[config.mk]
export PLATFORM = sky130hd
export DESIGN_NAME = ext_irq_timestamp
export DESIGN_NICKNAME = d
export VERILOG_FILES = /design/src/ext_irq_pkg.sv /design/src/irq_chan_if.sv /design/src/irq_edge_detect.sv /design/src/irq_timestamp_counter.sv /design/src/ext_irq_timestamp.sv
export SDC_FILE = /design/constraint.sdc
export NUM_CORES = 1
export LEC_CHECK = 0
export BUFFER_PORTS_ARGS = -buffer_cell sky130_fd_sc_hd__buf_2
export CORE_UTILIZATION = 30
export DETAILED_ROUTE_END_ITERATION = 8
export HOLD_SLACK_MARGIN = 0.06
export SETUP_SLACK_MARGIN = 0.4
export SYNTH_ARGS = -nofsm -noshare
export SYNTH_HDL_FRONTEND = slang
export SYNTH_SLANG_ARGS = --single-unit
[constraint.sdc]
create_clock -name clock -period 2.2 [get_ports clock]
set_input_delay 0.55 -clock clock [delete_from_list [all_inputs] [get_ports clock]]
set_output_delay 0.55 -clock clock [all_outputs]
set_load 0.05 [all_outputs]
[src/ext_irq_pkg.sv]
// Package with register map, field layout and polarity codes of the edge timestamp block
package ext_irq_pkg;

    // ----------------------------------------------------------------
    // Sizes
    // ----------------------------------------------------------------
    localparam int CHANNELS = 3;
    localparam int CNT_W    = 16;
    localparam int DATA_W   = 32;
    localparam int ADDR_W   = 5;
    localparam int BE_W     = DATA_W / 8;

    // ----------------------------------------------------------------
    // Register indices; byte address is four times the index
    // ----------------------------------------------------------------
    localparam logic [15:0] IDX_CFG0 = 16'h7070;
    localparam logic [15:0] IDX_CTR0 = 16'h7078;
    localparam logic [15:0] IDX_STAT = 16'h7080;
    localparam logic [15:0] IDX_MASK = 16'h7081;
    // Local word offsets seen on the bus address port
    localparam logic [ADDR_W-1:0] OFF_CFG0 = ADDR_W'(IDX_CFG0 - IDX_CFG0);
    localparam logic [ADDR_W-1:0] OFF_CTR0 = ADDR_W'(IDX_CTR0 - IDX_CFG0);
    localparam logic [ADDR_W-1:0] OFF_STAT = ADDR_W'(IDX_STAT - IDX_CFG0);
    localparam logic [ADDR_W-1:0] OFF_MASK = ADDR_W'(IDX_MASK - IDX_CFG0);

    // ----------------------------------------------------------------
    // Configuration fields and reset values
    // ----------------------------------------------------------------
    localparam int CFG_EN_BIT = 0;
    localparam int CFG_POL_LO = 2;
    localparam int CFG_POL_HI = 3;
    localparam logic [1:0] POL_FALL_A = 2'h0;
    localparam logic [1:0] POL_RISE   = 2'h1;
    localparam logic [1:0] POL_FALL_B = 2'h2;
    localparam logic [1:0] POL_BOTH   = 2'h3;
    localparam logic [1:0]          POL_RESET = 2'h0;
    localparam logic [CNT_W-1:0]    CNT_RESET = 16'h0000;
    localparam logic [CNT_W-1:0]    CNT_ONE   = 16'h0001;
    localparam logic [CHANNELS-1:0] EVT_RESET = 3'h0;
    localparam logic [DATA_W-1:0]   RD_ZERO   = 32'h0000_0000;

    // Decides whether a detected transition matches the polarity code
    function automatic logic edge_match(input logic [1:0] pol, input logic rise,
                                        input logic fall);
        logic hit;
        hit = 1'b0;
        unique case (pol)
            POL_FALL_A, POL_FALL_B: hit = fall;
            POL_RISE:               hit = rise;
            POL_BOTH:               hit = rise | fall;
        endcase
        return hit;
    endfunction

endpackage

[src/irq_chan_if.sv]
// Interface carrying one channel's settings, edge event and count between modules
`timescale 1ns/1ns
interface irq_chan_if;
    import ext_irq_pkg::*;

    logic             enable;     // Channel enabled
    logic [1:0]       polarity;   // Edge selection code
    logic             valid_edge; // One-cycle pulse on a qualifying edge
    logic [CNT_W-1:0] count;      // Timestamp count

    modport ctrl_mp (output enable, output polarity, input valid_edge, input count);
    modport edge_mp (input enable, input polarity, output valid_edge);
    modport cnt_mp  (input enable, input valid_edge, output count);
endinterface

[src/irq_edge_detect.sv]
// Pin synchroniser and polarity-selected edge detector for one channel
`timescale 1ns/1ns
module irq_edge_detect
    import ext_irq_pkg::*;
(
    input  wire logic clock,     // System clock
    input  wire logic rst_b,     // Synchronous reset, active low
    input  wire logic pin,       // Asynchronous interrupt pin
    irq_chan_if.edge_mp chan     // Channel settings and edge pulse
);
    logic sync1_q;
    logic sync2_q;
    logic last_q;
    logic edge_q;
    logic rise;
    logic fall;
    logic hit;

    // Transition decode from the second stage and its delayed copy
    assign rise = sync2_q & ~last_q;
    assign fall = ~sync2_q & last_q;
    assign hit  = chan.enable & edge_match(chan.polarity, rise, fall);
    assign chan.valid_edge = edge_q;

    // Two-stage synchroniser, then a history flop for edge detection
    always_ff @(posedge clock)
    begin
        if (!rst_b)
        begin
            sync1_q <= 1'b0;
            sync2_q <= 1'b0;
            last_q  <= 1'b0;
            edge_q  <= 1'b0;
        end
        else
        begin
            sync1_q <= pin;
            sync2_q <= sync1_q;
            last_q  <= sync2_q;
            edge_q  <= hit;
        end
    end
endmodule

[src/irq_timestamp_counter.sv]
// Sixteen-bit timestamp counter for one channel
`timescale 1ns/1ns
module irq_timestamp_counter
    import ext_irq_pkg::*;
(
    input  wire logic clock,     // System clock
    input  wire logic rst_b,     // Synchronous reset, active low
    irq_chan_if.cnt_mp chan      // Enable and edge in, count out
);
    logic [CNT_W-1:0] count_q;
    logic [CNT_W-1:0] count_d;

    // Clear on edge, else step while enabled, else hold; wraps naturally
    assign count_d = chan.valid_edge ? CNT_RESET
                   : chan.enable     ? CNT_W'(count_q + CNT_ONE)
                   :                   count_q;
    assign chan.count = count_q;

    // Count register, cleared only by reset or a valid edge
    always_ff @(posedge clock)
    begin
        if (!rst_b)
            count_q <= CNT_RESET;
        else
            count_q <= count_d;
    end
endmodule

[src/ext_irq_timestamp.sv]
// Three-channel external interrupt front end with timestamp counters
//
// The Avalon-MM register port is this design's own decision.
`timescale 1ns/1ns
module ext_irq_timestamp
    import ext_irq_pkg::*;
(
    input  wire logic              clock,           // System clock, 100 MHz
    input  wire logic              rst_b,           // Synchronous reset, active low
    input  wire logic [ADDR_W-1:0] avs_address,     // Word offset from first config
    input  wire logic              avs_read,        // Read request
    input  wire logic              avs_write,       // Write request
    input  wire logic [DATA_W-1:0] avs_writedata,   // Write data
    input  wire logic [BE_W-1:0]   avs_byteenable,  // Byte lanes of a write
    output logic [DATA_W-1:0]      avs_readdata,    // Read data
    output logic                   avs_waitrequest, // Stall for the current request
    input  wire logic [CHANNELS-1:0] irq_pin,       // External interrupt pins
    output logic [CHANNELS-1:0]    irq_pulse,       // Per-edge request pulses
    output logic                   irq              // Masked summary interrupt
);

    // ----------------------------------------------------------------
    // Storage
    // ----------------------------------------------------------------
    logic [CHANNELS-1:0] enable_q;
    logic [CHANNELS-1:0] enable_d;
    logic [1:0]          pol_q [CHANNELS];
    logic [1:0]          pol_d [CHANNELS];
    logic [CHANNELS-1:0] status_q;
    logic [CHANNELS-1:0] status_d;
    logic [CHANNELS-1:0] mask_q;
    logic [CHANNELS-1:0] mask_d;
    logic                ack_q;
    logic [DATA_W-1:0]   rdata_q;
    logic [DATA_W-1:0]   rdata_d;

    // ----------------------------------------------------------------
    // Per-channel views gathered from the interfaces
    // ----------------------------------------------------------------
    logic [CNT_W-1:0]    count_w [CHANNELS];
    logic [CHANNELS-1:0] edge_w;
    logic [CHANNELS-1:0] hit_cfg;
    logic [CHANNELS-1:0] hit_ctr;
    logic                hit_stat;
    logic                hit_mask;
    logic                req;
    logic                wr_take;
    logic                rd_sample;
    logic                lane0;
    logic                hit_any;

    // Word offset of register k in a bank that starts at base
    function automatic logic [ADDR_W-1:0] bank_off(input logic [ADDR_W-1:0] base,
                                                   input int k);
        return ADDR_W'(base + ADDR_W'(k));
    endfunction

    // Config word image: enable, polarity, zero elsewhere
    function automatic logic [DATA_W-1:0] cfg_word(input logic en, input logic [1:0] pol);
        logic [DATA_W-1:0] w;
        w = RD_ZERO;
        w[CFG_EN_BIT]            = en;
        w[CFG_POL_HI:CFG_POL_LO] = pol;
        return w;
    endfunction

    // ----------------------------------------------------------------
    // Bus handshake: one stall cycle, answer on the second edge
    // ----------------------------------------------------------------
    assign req             = avs_read | avs_write;
    assign avs_waitrequest = req & ~ack_q;
    assign wr_take         = avs_write & ack_q;
    assign rd_sample       = avs_read & ~ack_q;
    assign lane0           = avs_byteenable[0];
    assign avs_readdata    = rdata_q;

    // Address decode for the two banks and the event registers
    assign hit_stat = (avs_address == OFF_STAT);
    assign hit_mask = (avs_address == OFF_MASK);
    // Any mapped register; everything else is the reserved space
    assign hit_any  = (|hit_cfg) | (|hit_ctr) | hit_stat | hit_mask;

    // ----------------------------------------------------------------
    // Channels
    // ----------------------------------------------------------------
    irq_chan_if ch [CHANNELS] ();

    genvar i;
    generate
        for (i = 0; i < CHANNELS; i++)
        begin : g_chan
            // Bank decode: configs consecutive, counters after the gap
            assign hit_cfg[i] = (avs_address == bank_off(OFF_CFG0, i));
            assign hit_ctr[i] = (avs_address == bank_off(OFF_CTR0, i));

            // Settings to the channel, events and counts back
            assign ch[i].enable   = enable_q[i];
            assign ch[i].polarity = pol_q[i];
            assign edge_w[i]      = ch[i].valid_edge;
            assign count_w[i]     = ch[i].count;

            // Config write: only bits 0 and 3:2 are stored
            assign enable_d[i] = (wr_take && hit_cfg[i] && lane0)
                               ? avs_writedata[CFG_EN_BIT] : enable_q[i];
            assign pol_d[i]    = (wr_take && hit_cfg[i] && lane0)
                               ? avs_writedata[CFG_POL_HI:CFG_POL_LO] : pol_q[i];

            irq_edge_detect u_edge
            (
                .clock (clock),
                .rst_b (rst_b),
                .pin   (irq_pin[i]),
                .chan  (ch[i])
            );

            irq_timestamp_counter u_cnt
            (
                .clock (clock),
                .rst_b (rst_b),
                .chan  (ch[i])
            );

            // Configuration registers
            always_ff @(posedge clock)
            begin
                if (!rst_b)
                begin
                    enable_q[i] <= 1'b0;
                    pol_q[i]    <= POL_RESET;
                end
                else
                begin
                    enable_q[i] <= enable_d[i];
                    pol_q[i]    <= pol_d[i];
                end
            end

        end
    endgenerate

    // ----------------------------------------------------------------
    // Request pulses toward the processor interrupt logic
    // ----------------------------------------------------------------
    assign irq_pulse = edge_w;

    // ----------------------------------------------------------------
    // Event status and mask; a new event beats a same-cycle clear
    // ----------------------------------------------------------------
    assign status_d = (status_q & ~((wr_take && hit_stat && lane0)
                    ? avs_writedata[CHANNELS-1:0] : EVT_RESET)) | edge_w;
    assign mask_d   = (wr_take && hit_mask && lane0)
                    ? avs_writedata[CHANNELS-1:0] : mask_q;
    assign irq      = |(status_q & mask_q);

    // Status and mask registers
    always_ff @(posedge clock)
    begin
        if (!rst_b)
        begin
            status_q <= EVT_RESET;
            mask_q   <= EVT_RESET;
        end
        else
        begin
            status_q <= status_d;
            mask_q   <= mask_d;
        end
    end

    // ----------------------------------------------------------------
    // Read data selection; unmapped offsets read zero
    // ----------------------------------------------------------------
    always_comb
    begin
        rdata_d = RD_ZERO;
        for (int k = 0; k < CHANNELS; k++)
        begin
            if (hit_cfg[k])
                rdata_d = cfg_word(enable_q[k], pol_q[k]);
            if (hit_ctr[k])
                rdata_d = {{(DATA_W-CNT_W){1'b0}}, count_w[k]};
        end
        if (hit_stat)
            rdata_d = {{(DATA_W-CHANNELS){1'b0}}, status_q};
        if (hit_mask)
            rdata_d = {{(DATA_W-CHANNELS){1'b0}}, mask_q};
    end

    // Handshake flop and read data capture on the stall cycle
    always_ff @(posedge clock)
    begin
        if (!rst_b)
        begin
            ack_q   <= 1'b0;
            rdata_q <= RD_ZERO;
        end
        else
        begin
            ack_q <= req & ~ack_q;
            if (rd_sample)
                rdata_q <= rdata_d;
        end
    end
endmodule

==> key figures <==
Place
  • Port buffer count: 37
  • Placed insts: 703
  • Final HPWL from detailed placement: 7550 microns
  • Placer's final routability congestion estimate: 0.841
  • Post-placement worst setup slack: 0.211 ns

Floorplanning
  • Starting utilization of the core area: 31.0%
  • Die span in y: 125 microns
  • Number of top-level design ports: 85
  • Die outline area: 15,600 sq um
  • Die extent in x: 125 microns
  • Site row count: 44
  • Floorplan core area: 14,600 sq um

Timing
  • Setup violations, final: 0
  • Post-layout worst setup margin: 0.400 ns
  • Max Clock Skew: 0.00737 ns
  • Worst Max-Slew Pin Slew: 0.629 ns
  • Max Slew Vio Count: 0
  • Final Critical Period: 1.80 ns
  • Final count of hold timing violations: 0
  • Relative max-transition margin: 58.1%
  • Peak Freq: 555 MHz
  • Period Utilization, post-route: 81.8%
  • Setup repair after global routing missed its margin: true
  • Total Neg Setup Slack: 0 ns

Clocking
  • CTS tree: built
  • Number of hold buffers added after CTS: 0
  • Buffer type at the clock tree root: sky130_fd_sc_hd__clkbuf_16
  • Clock slew at reported path FFs: 0.06 ns
  • Clock net sink count: 92
  • Insertion delay to the later sink of the worst-skew pair: 0.34 ns
  • Number of H-tree branching levels: 3
  • Maximum clock path buffer count: 2
  • TritonCTS buffer count: 9

GRT
  • Final global-route overflow total: 0
  • Global-route track usage on met2: 22.6%
  • Met1 routing resource usage after global routing: 18.1%
  • Maximum number of pins on one net before global-route repair: 26
  • Met3 track demand over resource in global routing: 2.10%
  • First-pass GRT wire length: 17,400 microns
  • All-Layer GR Usage: 13.9%
  • Busiest layer in global routing: met2
  • Via count of the first global-routing pass: 3,426
  • Initial antenna violation count: 0

Worst hold path
  • Worst hold path depth: 2
  • Type of the tightest min-delay check: input port to flop
  • Source of the worst hold timing path: irq_pin[2]

Power
  • Power per standard cell area: 682 nW/um^2
  • Maximum vdd ir drop: 0.374 mV
  • Static leakage: 1.99 nW

Critical path
  • CP required: 1.65 ns
  • Kind of capture point of the worst setup path: output pin
  • Crit path launch: status_q[2]
  • CP arrival: 1.25 ns
  • Setup crit start kind: flop
  • Setup Crit Path Kind: flop to output pin
  • Number of cell instances on the worst register-to-register path: 4
  • Worst reg2reg path startpoint: g_chan[1].u_cnt.chan.count[2]
  • Largest fanout of any net on the critical path: 3

Cells and area
  • Final cell count without fillers: 722
  • Share of layout cells above drive strength 1: 18.6%
  • Commonest non-fill, non-tap cell in the layout: sky130_fd_sc_hd__dfxtp_1
  • Leading cell types in the layout, fill and taps excluded: sky130_fd_sc_hd__dfxtp_1 (86), sky130_fd_sc_hd__nor2_1 (55), sky130_fd_sc_hd__buf_2 (36), sky130_fd_sc_hd__o21ai_0 (24), sky130_fd_sc_hd__a21oi_1 (23)
  • Area growth from synthesis to final layout: 14.5%
  • Number of nets in the finished design: 590

Synth
  • Main synth FF type: sky130_fd_sc_hd__dfxtp_1
  • Yosys warns: 0
  • Async set-reset flop share out of synthesis: 0%
  • Synthesized area per cell: 8.99 sq um
  • Count of mapped cells out of synthesis: 505
  • Portion of the post-synthesis area used by sequential elements: 40.6%
  • Syn Std Cell Area: 4540 sq um
  • Post-synthesis cell type count: 51
  • Post-synth EDFFs: 0
  • Count of state elements after synthesis: 92

Job
  • Max-cap violations: 0

Detailed routing
  • Vias: 3,616
  • Wire length reported by the detailed router: 10,400 microns
  • Routed wirelength normalized by instance count: 14.4 microns
  • Mean number of vias per cell: 5.01
  • Initial DRC Count: 198
  • DRC violation count after routing: 28
  • Number of optimization iterations in the first detailed-route pass: 6
  • Post-route ant nets: 0

Status
  • Failing checks: design-rule violations
  • Outcome: complete, but fails checks
layout make-up:
type                    instances  area (sq um)
fillers                      1506          9450
multi-input cells             367          2480
flip-flops and latches         92          1850
repair buffers                 51           297
clock buffers                  11           243
well taps                     184           230
clock inverters                 4          50.0
inverters                      12          45.0
diodes                          1          2.50
path summary, 6_finish.rpt:
check                                   end  slack (ns)
min                g_chan[2].u_edge.sync1_q        0.41
max                                     irq        0.40
max reg2reg  g_chan[1].u_cnt.chan.count[15]        0.44
min reg2reg        g_chan[1].u_edge.sync2_q        0.43
Yosys cell counts (3+ instances only):
library cell / number / area [sq um]
sky130_fd_sc_hd__a21boi_0: 3 / 22.5
sky130_fd_sc_hd__a21oi_1: 23 / 115
sky130_fd_sc_hd__a32oi_1: 12 / 105
sky130_fd_sc_hd__and2_1: 12 / 75.1
sky130_fd_sc_hd__and3_1: 7 / 43.8
sky130_fd_sc_hd__and4_1: 5 / 43.8
sky130_fd_sc_hd__buf_1: 3 / 11.3
sky130_fd_sc_hd__buf_2: 3 / 15.0
sky130_fd_sc_hd__buf_4: 22 / 165
sky130_fd_sc_hd__clkbuf_1: 21 / 78.8
sky130_fd_sc_hd__dfxtp_1: 92 / 1840
sky130_fd_sc_hd__ha_1: 9 / 113
sky130_fd_sc_hd__inv_1: 12 / 45.0
sky130_fd_sc_hd__mux2_2: 11 / 124
sky130_fd_sc_hd__mux2i_1: 22 / 220
sky130_fd_sc_hd__nand2_1: 23 / 86.3
sky130_fd_sc_hd__nand2b_1: 4 / 25.0
sky130_fd_sc_hd__nand3_1: 15 / 75.1
sky130_fd_sc_hd__nand4_1: 17 / 106
sky130_fd_sc_hd__nand4b_1: 4 / 35.0
sky130_fd_sc_hd__nor2_1: 55 / 206
sky130_fd_sc_hd__nor2b_1: 16 / 100
sky130_fd_sc_hd__nor3_1: 7 / 35.0
sky130_fd_sc_hd__nor4_1: 3 / 18.8
sky130_fd_sc_hd__o21a_1: 3 / 22.5
sky130_fd_sc_hd__o21ai_0: 24 / 120
sky130_fd_sc_hd__or3_1: 6 / 37.5
sky130_fd_sc_hd__xnor2_1: 17 / 149
sky130_fd_sc_hd__xor2_1: 19 / 166
layer usage:
layer  vias to the layer above  wire, microns
li1                       1809              -
met1                      1725           5050
met2                        66           4850
met3                        16            293
met4                         0            198
met5                         -              0
worst max-delay path: stages, from the launching register on:
cell and delay [ns]:
sky130_fd_sc_hd__dfxtp_2 0.33, sky130_fd_sc_hd__a222oi_1 0.33, sky130_fd_sc_hd__inv_1 0.09, sky130_fd_sc_hd__buf_6 0.16
sequential cells by signal, indices dropped and copies added (netlist names):
name and flops:
g_chan.u_cnt.chan.count 48, avs_readdata 16, pol_q 6, ch.enable 3
g_chan.u_edge.chan.valid_edge 3, g_chan.u_edge.last_q 3, g_chan.u_edge.sync1_q 3, g_chan.u_edge.sync2_q 3
mask_q 3, status_q 3, ack_q 1
where the power goes:
| group | total (W) | internal, W | switching [W] | leakage (nW) |
|---|---|---|---|---|
| clock network | 0.00153 | 0.000903 | 0.000630 | 0.138 |
| logic | 0.000308 | 0.0000711 | 0.000237 | 1.10 |
| registers | 0.00170 | 0.00169 | 0.0000128 | 0.748 |
what timing repair did:
action / in CTS / in global routing
buffers inserted: 0 / 3
setup endpoints to repair: 3 / 6
cloned: 0 / 0
gates resized for setup: 4 / 10
pin swaps: 1 / 3
hold endpoints to repair: 0 / 0
per-stage QoR:
stage          power [W]  utilization [%]  cell area [sq um]  hold slack (ns)
2_1_floorplan    0.00200                -               4600            0.412
3_3_place_gp     0.00205             33.0               4840            0.419
3_5_place_dp     0.00205             33.0               4840            0.419
4_1_cts          0.00357             35.1               5140            0.404
5_1_grt          0.00369             35.5               5190            0.404
6_report         0.00355             35.5               5200            0.412
cells by family (layout without fill, tap and decap cells):
logic type	after synthesis	count (layout)	synth area share, %
adder cells (fa/ha/maj)	9	9	2.48
XOR/XNOR	36	36	6.95
AO/OA/AOI/OAI	79	79	11.0
multiplexers	35	35	8.57
buffers and inverters	61	78	6.95
flip-flops	92	92	40.6
AND/OR/NAND/NOR	192	192	23.4
other	1	17	0.0826
(Power assumes the default switching activity.)
